File: src/inc/lecr_pkg.sv
// Purpose: shared constants and carrier types for the link equalizer control registers
// Assumes: 8-bit register port with 8-bit addresses
// Notes: offsets are byte addresses of the serial control bus map
package lecr_pkg;
    localparam logic [7:0] ADDR_EQ_CONTROL = 8'h35;
    localparam logic [7:0] ADDR_PG_CLOCK = 8'h39;
    localparam logic [7:0] ADDR_DIVIDER = 8'h3a;
    localparam logic [7:0] ADDR_EQUALIZER_LEVEL = 8'h3b;
    localparam logic [7:0] ADDR_ERR_CONFIG = 8'h41;
    localparam logic [7:0] ADDR_BYPASS = 8'h44;
    localparam logic [7:0] ADDR_FLOOR = 8'h45;

    localparam logic [7:0] RESET_EQ_CONTROL = 8'h00;
    localparam logic [7:0] RESET_PG_CLOCK = 8'h00;
    localparam logic [7:0] RESET_DIVIDER = 8'h00;
    localparam logic [7:0] RESET_ERR_CONFIG = 8'h03;
    localparam logic [7:0] RESET_BYPASS = 8'h60;
    localparam logic [7:0] RESET_FLOOR = 8'h88;

    // writable bit masks; other bits are reserved and read as stored reset value or zero
    localparam logic [7:0] MASK_EQ_CONTROL = 8'h70;
    localparam logic [7:0] MASK_PG_CLOCK = 8'h02;
    localparam logic [7:0] MASK_DIVIDER = 8'hf0;
    localparam logic [7:0] MASK_ERR_CONFIG = 8'h1f;
    localparam logic [7:0] MASK_BYPASS = 8'hef;
    localparam logic [7:0] MASK_FLOOR = 8'hff;

    localparam int RESTART_BIT = 6;
    localparam int LC_OVERRIDE_BIT = 5;
    localparam int LC_MODE_BIT = 4;
    localparam int PG_INT_CLOCK_BIT = 1;
    localparam int DIV_OVERRIDE_BIT = 7;
    localparam int DIV_LSB = 4;
    localparam int ERR_ENABLE_BIT = 4;
    localparam int STAGE1_LSB = 5;
    localparam int STAGE2_LSB = 1;
    localparam int BYPASS_BIT = 0;

    // adaptation step period in pixel clock cycles
    localparam int ADAPT_STEP_CYCLES = 16;
    localparam logic [5:0] EQ_LEVEL_MAX = 6'h3f;

    typedef struct packed {
        logic write;
        logic read;
        logic [7:0] address;
        logic [7:0] write_data;
    } lecr_access_type;

    typedef struct packed {
        logic embedded_clock_bit_zero;
        logic embedded_clock_bit_one;
        logic data_control_bit;
    } lecr_frame_errors_type;

    typedef struct packed {
        logic pattern_gen_internal_clock;
        logic divider_override;
        logic [2:0] divider_select;
    } lecr_clocking_type;
endpackage

File: src/lecr_error_counter.sv
// Purpose: link error counter with lock loss decision
// Assumes: runs on the pixel clock, error flags are one-cycle per frame
// Notes: lock returns when lock_restore pulses, unless an error that loses lock arrives in the same cycle
`timescale 1ns/1ns
`default_nettype none
module lecr_error_counter #(
    parameter int WIDTH = 4
) (
    input wire logic clock,
    input wire logic reset_n,
    input wire logic count_enable,
    input wire logic [WIDTH-1:0] threshold,
    input wire lecr_pkg::lecr_frame_errors_type frame_errors,
    input wire logic lock_restore,
    output logic locked,
    output logic [WIDTH-1:0] error_count
);
    logic any_error;
    logic [WIDTH-1:0] next_count;

    assign any_error = |frame_errors;
    assign next_count = error_count + WIDTH'(1);

    always_ff @(posedge clock or negedge reset_n) begin
        if (!reset_n) begin
            error_count <= '0;
        end else if (lock_restore) begin
            error_count <= '0;
        end else if (count_enable && any_error && error_count != threshold) begin
            error_count <= next_count;
        end
    end

    always_ff @(posedge clock or negedge reset_n) begin
        if (!reset_n) begin
            locked <= 1'b1;
        end else if (count_enable && any_error && next_count >= threshold) begin
            locked <= 1'b0;
        end else if (!count_enable && any_error) begin
            locked <= 1'b0;
        end else if (lock_restore) begin
            locked <= 1'b1;
        end
    end
endmodule // lecr_error_counter
`default_nettype wire

File: src/lecr_registers.sv
// Purpose: control and status registers for the receive link equalizer
// Assumes: single clock at 100 MHz used as the recovered pixel clock
// Notes: register port is the serial control bus register access
`timescale 1ns/1ns
`default_nettype none
module lecr_registers #(
    parameter int STEP_CYCLES = lecr_pkg::ADAPT_STEP_CYCLES
) (
    input wire logic clock,
    input wire logic reset_n,
    input wire lecr_pkg::lecr_access_type access,
    output logic [7:0] read_data,
    input wire logic long_cable_pin,
    input wire lecr_pkg::lecr_frame_errors_type frame_errors,
    input wire logic eye_poor,
    input wire logic lock_restore,
    input wire logic [2:0] auto_divider_select,
    output logic [2:0] first_stage_setting,
    output logic [2:0] second_stage_setting,
    output logic [5:0] equalizer_level,
    output logic long_cable_mode,
    output logic adaptive_equalizer_active,
    output lecr_pkg::lecr_clocking_type clock_controls,
    output logic locked
);
    logic [7:0] eq_control;
    logic [7:0] pg_clock_select;
    logic [7:0] divider_select_reg;
    logic [7:0] error_config;
    logic [7:0] bypass_config;
    logic [7:0] floor_config;
    logic pin_meta;
    logic pin_sync;
    logic equalizer_restart;
    logic equalizer_bypass;
    logic [5:0] floor_level;
    logic [5:0] static_level;
    logic [5:0] adapt_level;
    logic [5:0] next_read_level;
    logic [$clog2(STEP_CYCLES+1)-1:0] step_count;
    logic step_pulse;
    logic [3:0] error_count;

    // adaptation mode, gray coded along restart, search and bypass
    typedef enum logic [1:0] {
        ADAPT_RESTART = 2'h0,
        ADAPT_SEARCH = 2'h1,
        ADAPT_BYPASS = 2'h3
    } lecr_adapt_mode_type;

    // write strobes and next values
    lecr_adapt_mode_type adapt_mode;
    logic write_eq_control;
    logic write_pg_clock;
    logic write_divider;
    logic write_error_config;
    logic write_bypass;
    logic write_floor;
    logic [7:0] next_read_data;
    logic [5:0] next_adapt_level;
    logic [2:0] divider_choice;
    lecr_pkg::lecr_clocking_type next_clock_controls;

    // write strobes, one for each writable register
    always_comb begin
        write_eq_control = 1'b0;
        write_pg_clock = 1'b0;
        write_divider = 1'b0;
        write_error_config = 1'b0;
        write_bypass = 1'b0;
        write_floor = 1'b0;
        if (access.write) begin
            case (access.address)
                lecr_pkg::ADDR_EQ_CONTROL: begin
                    write_eq_control = 1'b1;
                end
                lecr_pkg::ADDR_PG_CLOCK: begin
                    write_pg_clock = 1'b1;
                end
                lecr_pkg::ADDR_DIVIDER: begin
                    write_divider = 1'b1;
                end
                lecr_pkg::ADDR_ERR_CONFIG: begin
                    write_error_config = 1'b1;
                end
                lecr_pkg::ADDR_BYPASS: begin
                    write_bypass = 1'b1;
                end
                lecr_pkg::ADDR_FLOOR: begin
                    write_floor = 1'b1;
                end
                default: begin
                end
            endcase
        end
    end

    // equalizer control: restart, long-cable override and mode
    always_ff @(posedge clock or negedge reset_n) begin
        if (!reset_n) begin
            eq_control <= lecr_pkg::RESET_EQ_CONTROL;
        end else if (write_eq_control) begin
            eq_control <= access.write_data & lecr_pkg::MASK_EQ_CONTROL;
        end
    end

    // pattern generator clock choice
    always_ff @(posedge clock or negedge reset_n) begin
        if (!reset_n) begin
            pg_clock_select <= lecr_pkg::RESET_PG_CLOCK;
        end else if (write_pg_clock) begin
            pg_clock_select <= access.write_data & lecr_pkg::MASK_PG_CLOCK;
        end
    end

    // audio master clock divider override and field
    always_ff @(posedge clock or negedge reset_n) begin
        if (!reset_n) begin
            divider_select_reg <= lecr_pkg::RESET_DIVIDER;
        end else if (write_divider) begin
            divider_select_reg <= access.write_data & lecr_pkg::MASK_DIVIDER;
        end
    end

    // error counting enable and threshold, reserved bits keep their value
    always_ff @(posedge clock or negedge reset_n) begin
        if (!reset_n) begin
            error_config <= lecr_pkg::RESET_ERR_CONFIG;
        end else if (write_error_config) begin
            error_config <= (access.write_data & lecr_pkg::MASK_ERR_CONFIG)
                | (error_config & ~lecr_pkg::MASK_ERR_CONFIG);
        end
    end

    // static stage values and bypass
    always_ff @(posedge clock or negedge reset_n) begin
        if (!reset_n) begin
            bypass_config <= lecr_pkg::RESET_BYPASS;
        end else if (write_bypass) begin
            bypass_config <= access.write_data & lecr_pkg::MASK_BYPASS;
        end
    end

    // floor field
    always_ff @(posedge clock or negedge reset_n) begin
        if (!reset_n) begin
            floor_config <= lecr_pkg::RESET_FLOOR;
        end else if (write_floor) begin
            floor_config <= access.write_data & lecr_pkg::MASK_FLOOR;
        end
    end

    // read selection
    // unmapped addresses read zero
    always_comb begin
        case (access.address)
            lecr_pkg::ADDR_EQ_CONTROL: next_read_data = eq_control;
            lecr_pkg::ADDR_PG_CLOCK: next_read_data = pg_clock_select;
            lecr_pkg::ADDR_DIVIDER: next_read_data = divider_select_reg;
            lecr_pkg::ADDR_EQUALIZER_LEVEL: next_read_data = {2'b00, equalizer_level};
            lecr_pkg::ADDR_ERR_CONFIG: next_read_data = error_config;
            lecr_pkg::ADDR_BYPASS: next_read_data = bypass_config;
            lecr_pkg::ADDR_FLOOR: next_read_data = floor_config;
            default: next_read_data = 8'h00;
        endcase
    end

    // read data holds until the next read
    always_ff @(posedge clock or negedge reset_n) begin
        if (!reset_n) begin
            read_data <= 8'h00;
        end else if (access.read) begin
            read_data <= next_read_data;
        end
    end

    // configuration pin synchroniser
    always_ff @(posedge clock or negedge reset_n) begin
        if (!reset_n) begin
            pin_meta <= 1'b0;
            pin_sync <= 1'b0;
        end else begin
            pin_meta <= long_cable_pin;
            pin_sync <= pin_meta;
        end
    end

    always_comb begin
        if (eq_control[lecr_pkg::LC_OVERRIDE_BIT]) begin
            long_cable_mode = eq_control[lecr_pkg::LC_MODE_BIT];
        end else begin
            long_cable_mode = pin_sync;
        end
    end

    assign equalizer_restart = eq_control[lecr_pkg::RESTART_BIT];
    assign equalizer_bypass = bypass_config[lecr_pkg::BYPASS_BIT];
    assign adaptive_equalizer_active = !equalizer_bypass;

    // floor is the floor field in long-cable mode, otherwise the lowest level
    assign floor_level = long_cable_mode ? {2'b00, floor_config[3:0]} : 6'h00;
    assign static_level = {bypass_config[7:5], bypass_config[3:1]};

    // adaptation step divider
    assign step_pulse = (step_count == ($clog2(STEP_CYCLES+1))'(STEP_CYCLES - 1));

    always_ff @(posedge clock or negedge reset_n) begin
        if (!reset_n) begin
            step_count <= '0;
        end else if (step_pulse) begin
            step_count <= '0;
        end else begin
            step_count <= step_count + 1'b1;
        end
    end

    // restart wins over bypass
    always_comb begin
        if (equalizer_restart) begin
            adapt_mode = ADAPT_RESTART;
        end else if (equalizer_bypass) begin
            adapt_mode = ADAPT_BYPASS;
        end else begin
            adapt_mode = ADAPT_SEARCH;
        end
    end

    // adaptive search: climbs while the eye is poor, never below floor
    always_comb begin
        next_adapt_level = adapt_level;
        case (adapt_mode)
            ADAPT_RESTART: begin
                next_adapt_level = floor_level;
            end
            ADAPT_BYPASS: begin
                next_adapt_level = adapt_level;
            end
            ADAPT_SEARCH: begin
                if (adapt_level < floor_level) begin
                    next_adapt_level = floor_level;
                end else if (step_pulse && eye_poor) begin
                    if (adapt_level == lecr_pkg::EQ_LEVEL_MAX) begin
                        next_adapt_level = floor_level;
                    end else begin
                        next_adapt_level = adapt_level + 6'h01;
                    end
                end
            end
            default: begin
                next_adapt_level = floor_level;
            end
        endcase
    end

    // level register for the adaptive search
    always_ff @(posedge clock or negedge reset_n) begin
        if (!reset_n) begin
            adapt_level <= 6'h00;
        end else begin
            adapt_level <= next_adapt_level;
        end
    end

    always_comb begin
        if (equalizer_bypass) begin
            next_read_level = static_level;
        end else begin
            next_read_level = adapt_level;
        end
    end

    // level in use, for status readback
    always_ff @(posedge clock or negedge reset_n) begin
        if (!reset_n) begin
            equalizer_level <= 6'h00;
        end else begin
            equalizer_level <= next_read_level;
        end
    end

    // stage settings split from the same level
    always_ff @(posedge clock or negedge reset_n) begin
        if (!reset_n) begin
            first_stage_setting <= 3'h0;
            second_stage_setting <= 3'h0;
        end else begin
            first_stage_setting <= next_read_level[5:3];
            second_stage_setting <= next_read_level[2:0];
        end
    end

    // divider choice: field when overridden, automatic selection otherwise
    assign divider_choice = divider_select_reg[lecr_pkg::DIV_OVERRIDE_BIT]
        ? divider_select_reg[lecr_pkg::DIV_LSB +: 3] : auto_divider_select;

    always_comb begin
        next_clock_controls = '0;
        next_clock_controls.pattern_gen_internal_clock =
            pg_clock_select[lecr_pkg::PG_INT_CLOCK_BIT];
        next_clock_controls.divider_override = divider_select_reg[lecr_pkg::DIV_OVERRIDE_BIT];
        next_clock_controls.divider_select = divider_choice;
    end

    // registered so the clock selections change cleanly
    always_ff @(posedge clock or negedge reset_n) begin
        if (!reset_n) begin
            clock_controls <= '0;
        end else begin
            clock_controls <= next_clock_controls;
        end
    end

    lecr_error_counter #(
        .WIDTH(4)
    ) error_counter (
        .clock(clock),
        .reset_n(reset_n),
        .count_enable(error_config[lecr_pkg::ERR_ENABLE_BIT]),
        .threshold(error_config[3:0]),
        .frame_errors(frame_errors),
        .lock_restore(lock_restore),
        .locked(locked),
        .error_count(error_count)
    );
endmodule // lecr_registers
`default_nettype wire

File: config.mk
export PLATFORM = sky130hd
export DESIGN_NAME = lecr_registers
export DESIGN_NICKNAME = d
export VERILOG_FILES = /design/src/inc/lecr_pkg.sv /design/src/lecr_error_counter.sv /design/src/lecr_registers.sv
export SDC_FILE = /design/constraint.sdc
export NUM_CORES = 1
export LEC_CHECK = 0
export BUFFER_PORTS_ARGS = -buffer_cell sky130_fd_sc_hd__buf_2
export CAP_MARGIN = 20
export CORE_MARGIN = 3
export CORE_UTILIZATION = 49
export CTS_CLUSTER_DIAMETER = 60
export DETAILED_ROUTE_END_ITERATION = 16
export PLACE_DENSITY_LB_ADDON = 0.05
export SETUP_SLACK_MARGIN = 0.1
export SYNTH_ARGS = -nofsm -noshare
export SYNTH_HDL_FRONTEND = slang
export SYNTH_HIERARCHICAL = 1
export SYNTH_SLANG_ARGS = --single-unit
File: constraint.sdc
create_clock -name clock -period 3.4 [get_ports clock]
set_input_delay 0.17 -clock clock [delete_from_list [all_inputs] [get_ports clock]]
set_output_delay 0.17 -clock clock [all_outputs]
set_load 0.01 [all_outputs]
==> results_tabular.tex, run 1 <==
\begin{tabular}{lr}
\hline
Metric & Value \\
\hline
\multicolumn{2}{l}{\textbf{Outcome}} \\
Status & complete, no violations \\
\multicolumn{2}{l}{\textbf{Routing}} \\
Total vias in the final route & 2429 \\
Average vias per placed instance & 5.90 \\
Aggregate routed wire length & 7430 µm \\
Final routed wire length divided by cell count & 18.0 µm \\
Post-detailed-route count of antenna-violating nets & 0 \\
1st-iter DRT viols & 144 \\
Post-route DRC violation count & 0 \\
Number of detailed-route iterations in the first pass & 6 \\
\multicolumn{2}{l}{\textbf{Global route}} \\
First-pass GRT wire length & 12300 µm \\
Number of antenna violations at the first check in global routing & 0 \\
Vias in the first global route & 2388 \\
Pin count of the biggest net entering global routing & 34 \\
All-Layer GR Usage & 21.2\% \\
Global Route met2 Usage & 30.8\% \\
GR Util met3 & 5.27\% \\
Most crowded layer after global routing & met2 \\
Global-route track usage on met1 & 30.6\% \\
Total congestion overflow after global routing & 0 \\
\multicolumn{2}{l}{\textbf{STA}} \\
Setup WS post-layout & 776 ps \\
Final Hold Fails & 0 \\
WHS & 41.9 ps \\
Fin Clk Skew & 7.14 ps \\
Setup violations, final & 0 \\
Worst-Margin Slew & 749 ps \\
Setup repair after global routing missed its margin & false \\
Slew Viols, Final & 0 \\
Fmax & 381 MHz \\
Fin crit period & 2620 ps \\
Crit share post-route & 77.2\% \\
Setup Total Neg Slack & 0 ps \\
Worst slew margin relative to its limit & 50.0\% \\
\multicolumn{2}{l}{\textbf{Clock network}} \\
Post-CTS sizing & 0 \\
Clock latency at the later pin of the worst-skew pair & 340 ps \\
Total number of H-tree levels & 3 \\
CTS tree & built \\
Clock transition at the registers of the reported paths & 70 ps \\
Cts bufs inserted & 9 \\
Root buffer selected by CTS & clkbuf\_8 \\
Clk sink count & 65 \\
Maximum buffer depth of the clock tree & 2 \\
\multicolumn{2}{l}{\textbf{Yosys}} \\
Synthesized-area fraction occupied by xor and xnor cells & 1.87\% \\
Main synth FF type & dfrtp\_1 \\
Synth Instances & 273 \\
Async SR Flop Fraction & 100\% \\
Count of state elements after synthesis & 65 \\
EDFF count, synth & 0 \\
Netlist area before placement & 3280 µm² \\
Sequential-to-total area share from yosys stat & 49.8\% \\
Simple-gate share of the synthesized area & 12.9\% \\
Yosys warning count & 6 \\
Net count after synthesis & 312 \\
Distinct cell type count of the synthesized netlist & 63 \\
Average cell area after synthesis & 12.0 µm² \\
Dominant combinational cell family by area after synthesis & multiplexers \\
Synthesized-area fraction occupied by adder cells & 3.81\% \\
Compound-gate portion of the synthesized area & 13.1\% \\
Share of cell area taken by muxes after synthesis & 14.9\% \\
\multicolumn{2}{l}{\textbf{Pwr}} \\
Share of power burned in the clock network & 29.4\% \\
Net Sw Power & 597 µW \\
Sequential share of power & 51.2\% \\
PD cells & 502 nW/µm² \\
Leak & 0.00177 µW \\
Post-layout total power & 1890 µW \\
Part of the power in combinational logic & 19.4\% \\
Switching portion of total power & 31.6\% \\
Internal power of the cells & 1290 µW \\
Worst supply voltage drop on vdd & 0.000288 V \\
\multicolumn{2}{l}{\textbf{Floorplan}} \\
Number of placed I/O pins & 57 \\
\# rows & 29 \\
Starting density of the core & 51.1\% \\
Die Width & 87.9 µm \\
DIE AREA & 7720 µm² \\
Height of the chip & 87.9 µm \\
Floorplan Core Area & 6420 µm² \\
\multicolumn{2}{l}{\textbf{Layout}} \\
Area added between synthesis and finish & 14.7\% \\
Final std cell area, no fill & 3760 µm² \\
Largest registers & floor\_config (8), read\_data (8), bypass\_config (7) \\
Diodes inserted & 0 \\
Net count, final & 369 \\
Commonest non-fill, non-tap cells in the layout & dfrtp\_1, buf\_2, mux2\_2, nand2\_1, nor2\_1 \\
Most common cell after layout, fill and taps aside & dfrtp\_1 \\
Fraction of layout instances using a drive strength above 1 & 38.8\% \\
\multicolumn{2}{l}{\textbf{Placement}} \\
Placed instance area & 3580 µm² \\
Setup Slack @ Placement & 795 ps \\
Routability-driven placement congestion ratio & 0.824 \\
Post-detail-place hpwl & 5390 µm \\
I/O Buffers & 56 \\
\multicolumn{2}{l}{\textbf{Setup path}} \\
Reg2reg path depth & 7 \\
Worst setup path category & reg2reg \\
Type of origin of the critical path & flop \\
Cell-by-cell trace of the critical path & mux2\_4 > nand2\_1 > ha\_1 > a2111o\_1 > o31a\_1 > or4\_1 > nand3\_1 \\
Crit path max fanout & 13 \\
Required arrival time at the worst endpoint & 3680 ps \\
Crit. End Element & flop \\
CP max stage cell & or4\_1 \\
Arrival time worst endpoint & 2900 ps \\
Register-to-register setup slack & 780 ps \\
Worst reg2reg startpoint & eq\_control[5] \\
CP peak stage delay & 540 ps \\
Capturing point of the worst reg2reg path & adapt\_level[3] \\
\multicolumn{2}{l}{\textbf{Worst hold path}} \\
Endpoint of the worst hold-timing path & error\_counter/error\_count[2] \\
Hold Path Class & in2reg \\
Number of stages on the worst hold path & 2 \\
Launch instance of the worst min-delay path & lock\_restore \\
\multicolumn{2}{l}{\textbf{Flow run}} \\
Number of max-cap violations & 0 \\
\hline
\end{tabular}
## cells by family after synthesis
kind of cell | count (synthesis)
flops | 65
compound gates | 54
buf+inv | 22
mux | 41
xor+xnor | 7
simple gates | 74
fa+ha+maj | 10
## synthesized netlist by cell type, types with 3 or more instances
master     n  area [µm²]
a222oi_1   5        50.1
mux2i_1    3        30.0
a21oi_1    6        30.0
nand2_1   17        63.8
dfstp_2    7         184
a31oi_1    9        56.3
buf_4      7        52.6
nor2_1    17        63.8
or3_1      4        25.0
xor2_1     6        52.6
mux2_4     8         120
o21ai_0    7        35.0
a221oi_1   4        35.0
ha_1      10         125
a22oi_1    3        22.5
nand3_1    9        45.0
dfrtp_1   58        1450
clkbuf_1   3        11.3
inv_1      9        33.8
mux2_2    30         338
## final cells by class
cell class / instances / area [µm²]
inverters: 9 / 33.8
flip-flops and latches: 65 / 1640
multi-input cells: 186 / 1530
repair buffers: 59 / 308
clock inverters: 6 / 35.0
well taps: 77 / 96.3
fillers: 547 / 2660
clock buffers: 10 / 128
## timing repair
action,4_1_cts,5_1_grt
hold buffers,2,0
setup buffers,0,0
endpoints found under the setup margin,0,0
endpoints found under the hold margin,30,0
## worst max-delay path, delay by kind of cell (launching register included)
kind | cells | cell delay (ps)
AOI/OAI and AO/OA | 2 | 830
and+or+nand+nor | 3 | 730
DFF | 1 | 400
muxes | 1 | 350
adders and majority gates | 1 | 240
## routing by layer
metal / wire length [µm] / vias up
met2: 3360 / 84
li1: - / 1123
met5: 0 / -
met1: 3550 / 1208
met4: 110 / 0
met3: 412 / 14
## power groups by stage
stage / combinational, µW / sequential [µW] / clock (µW)
after floorplan: 251 / 958 / 0
after global placement: 362 / 983 / 0
final: 366 / 968 / 556
after global routing: 411 / 979 / 611
after CTS: 371 / 966 / 578
after detailed placement: 367 / 982 / 0
## worst max-delay path by stage
stage | startpoint | slack, ps | to
2_1_floorplan | eq_control[5] | 1010 | adapt_level[3]
3_3_place_gp | eq_control[5] | 840 | adapt_level[3]
3_5_place_dp | eq_control[5] | 790 | adapt_level[3]
4_1_cts | eq_control[5] | 780 | adapt_level[3]
5_1_grt | eq_control[5] | 640 | adapt_level[3]
6_report | eq_control[5] | 780 | adapt_level[3]
## through the flow
stage                     std cells  utilization, %
final                           412            58.6
after global routing            412            58.6
after CTS                       412            58.6
after detailed placement        394            55.8
after global placement          394            55.8
after floorplan                 273               -
Power figures use the tool's default switching activity.
==> run 2, diff against run 1 <==
ABC_AREA = 1   (was default)
clock period = 2.15 ns   (was 3.4 ns; I/O delays follow)
==> results_tabular.tex, run 2 <==
\begin{tabular}{lr}
\hline
Metric & Value \\
\hline
\multicolumn{2}{l}{\textbf{Outcome}} \\
Status & complete, no violations \\
\multicolumn{2}{l}{\textbf{Yosys}} \\
Share of the synthesized area in the top cell type & 43.0\% \\
Async SR Flop Fraction & 100\% \\
Net count after synthesis & 455 \\
Leading cell types by total area after synthesis & dfrtp\_1, nand2\_1, dfstp\_2, inv\_1, nand3\_1 \\
Average cell area after synthesis & 8.11 µm² \\
Main synth FF type & dfrtp\_1 \\
Count of state elements after synthesis & 65 \\
Yosys warning count & 6 \\
Synth Instances & 416 \\
Most frequent cell after synthesis & nand2\_1 \\
Distinct cell type count of the synthesized netlist & 30 \\
Sequential-to-total area share from yosys stat & 48.5\% \\
EDFF count, synth & 0 \\
Commonest cells in the synthesized netlist & nand2\_1, dfrtp\_1, inv\_1 \\
Netlist area before placement & 3370 µm² \\
Post-synth top area cell & dfrtp\_1 \\
\multicolumn{2}{l}{\textbf{Clock network}} \\
Total number of H-tree levels & 3 \\
Clock latency at the later pin of the worst-skew pair & 340 ps \\
CTS tree & built \\
Root buffer selected by CTS & clkbuf\_8 \\
Maximum buffer depth of the clock tree & 2 \\
Clk sink count & 65 \\
Cts bufs inserted & 9 \\
Clock transition at the registers of the reported paths & 70 ps \\
\multicolumn{2}{l}{\textbf{Setup path}} \\
Reg2reg path depth & 13 \\
Number of buffers and inverters on the critical path & 1 \\
Worst reg2reg startpoint & eq\_control[5] \\
Critical Path Sink & adapt\_level[3] \\
CP max stage cell & dfrtp\_1 \\
Cell-by-cell trace of the critical path & inv\_1 > nand2\_1 > nand2\_2 > nand2\_2 > ha\_4 > nand2\_1 > nor2\_1 > nand2\_1 > nand2\_4 > nand2\_2 > a21oi\_2 > nand2\_1 > nand2\_1 \\
Logic depth of the worst path, buffers included & 13 \\
Type of origin of the critical path & flop \\
Arrival time worst endpoint & 2120 ps \\
Largest delay contributor family on the critical path & simple AND/OR/NAND/NOR gates \\
Top cell by count, worst path & nand2\_1 \\
Crit. End Element & flop \\
Crit. Startpoint & eq\_control[5] \\
Required arrival time at the worst endpoint & 2430 ps \\
Capturing point of the worst reg2reg path & adapt\_level[3] \\
Register-to-register setup slack & 310 ps \\
Crit path max fanout & 7 \\
CP peak stage delay & 390 ps \\
Worst setup path category & reg2reg \\
\multicolumn{2}{l}{\textbf{Floorplan}} \\
Height of the chip & 89.0 µm \\
Die Width & 89.0 µm \\
DIE AREA & 7920 µm² \\
Starting density of the core & 52.0\% \\
\# rows & 29 \\
Floorplan Core Area & 6490 µm² \\
Number of placed I/O pins & 57 \\
\multicolumn{2}{l}{\textbf{Global route}} \\
All-Layer GR Usage & 21.5\% \\
Vias in the first global route & 2684 \\
Total congestion overflow after global routing & 0 \\
First-pass GRT wire length & 12900 µm \\
Number of antenna violations at the first check in global routing & 0 \\
Pin count of the biggest net entering global routing & 34 \\
\multicolumn{2}{l}{\textbf{STA}} \\
Fmax & 544 MHz \\
Setup Total Neg Slack & 0 ps \\
Fin crit period & 1840 ps \\
Crit share post-route & 85.5\% \\
Slew Viols, Final & 0 \\
Worst slew margin relative to its limit & 67.5\% \\
Setup repair after global routing missed its margin & false \\
Setup violations, final & 0 \\
Setup WS post-layout & 312 ps \\
Worst-Margin Slew & 487 ps \\
Fin Clk Skew & 9.58 ps \\
Final Hold Fails & 0 \\
\multicolumn{2}{l}{\textbf{Layout}} \\
Commonest non-fill, non-tap cells in the layout & nand2\_1, dfrtp\_1, buf\_2, inv\_1 \\
Largest registers & floor\_config (8), read\_data (8), bypass\_config (7) \\
Area added between synthesis and finish & 19.3\% \\
Net count, final & 522 \\
Post-route core utilization & 62.0\% \\
Final std cell area, no fill & 4030 µm² \\
Most common cell after layout, fill and taps aside & nand2\_1 \\
Fraction of layout instances using a drive strength above 1 & 22.8\% \\
Number of filler cells placed in the layout & 598 \\
Non-filler cells in the finished layout & 564 \\
Diodes inserted & 0 \\
\multicolumn{2}{l}{\textbf{Placement}} \\
DP Cell Count & 541 \\
Placed instance area & 3700 µm² \\
Post-detail-place hpwl & 5740 µm \\
Routability-driven placement congestion ratio & 0.810 \\
Setup Slack @ Placement & 149 ps \\
I/O Buffers & 56 \\
\multicolumn{2}{l}{\textbf{Flow run}} \\
Number of max-cap violations & 0 \\
\multicolumn{2}{l}{\textbf{Worst hold path}} \\
Launch instance of the worst min-delay path & lock\_restore \\
Hold Path Class & in2reg \\
\multicolumn{2}{l}{\textbf{Pwr}} \\
PD cells & 840 nW/µm² \\
Leak & 0.00216 µW \\
Worst supply voltage drop on vdd & 0.000624 V \\
\multicolumn{2}{l}{\textbf{Routing}} \\
Number of detailed-route iterations in the first pass & 5 \\
1st-iter DRT viols & 126 \\
Aggregate routed wire length & 7840 µm \\
Total vias in the final route & 2888 \\
Final routed wire length divided by cell count & 13.9 µm \\
Post-route DRC violation count & 0 \\
Post-detailed-route count of antenna-violating nets & 0 \\
Average vias per placed instance & 5.12 \\
\hline
\end{tabular}
[run 2: timing repair]
item / 4_1_cts / 5_1_grt
hold endpoints to repair: 21 / 0
endpoints found under the setup margin: 0 / 6
resized for setup: 0 / 8
buffers inserted: 0 / 0
hold buffers: 8 / 0
[run 2: worst register-to-register path, cell delays in order, from the launching register on]
cell and delay (ps):
dfrtp_1 390, inv_1 70, nand2_1 60, nand2_2 120, nand2_2 90, ha_4 280
nand2_1 50, nor2_1 100, nand2_1 90, nand2_4 100, nand2_2 80, a21oi_2 210
nand2_1 70, nand2_1 60
[run 2: power breakdown]
| group | internal, µW | switching, µW | total, µW | leakage [µW] |
|---|---|---|---|---|
| sequential | 1340 | 126 | 1460 | 0.000843 |
| combinational | 313 | 472 | 785 | 0.00121 |
| clock | 678 | 458 | 1140 | 0.000106 |
[run 2: kinds of logic (layout without fill, tap and decap cells)]
family	count (synthesis)	after routing	synth area share, %
simple gates	228	228	29.9
flops	65	65	48.5
buf+inv	56	127	7.56
compound gates	51	51	8.79
fa+ha+maj	10	10	3.71
xor+xnor	6	6	1.56
[run 2: stage by stage]
step	hold slack [ps]	power, µW
global route	28.8	3610
global placement	84.6	2180
CTS	8.33	3340
detailed placement	101	2200
floorplan	-188	1970
finish	17.8	3380
[run 2: worst min path at each step]
stage                                              end  slack (ps)  cells after the start
after global placement    error_counter/error_count[2]          80                      1
final                             error_counter/locked          20                      3
after detailed placement  error_counter/error_count[0]         100                      1
after CTS                         error_counter/locked           8                      3
after floorplan                         adapt_level[0]        -190                      0
after global routing              error_counter/locked          30                      3
[run 2: area by class of cell]
type | instances | area (µm²) | area share, %
inverter | 46 | 173 | 4.29
clock inverter | 3 | 65.1 | 1.62
multi-input combinational | 295 | 1520 | 37.8
sequential | 65 | 1640 | 40.6
tap | 77 | 96.3 | 2.39
timing repair buffer | 66 | 388 | 9.63
clock buffer | 12 | 145 | 3.60
[run 2: routing by layer]
layer,vias up,share of wire [%],track usage [%]
met3,8,5.9,4.79
met5,-,0,0
met2,79,44,32.1
met1,1338,49,30.4
li1,1463,-,-
met4,0,0.97,8.53
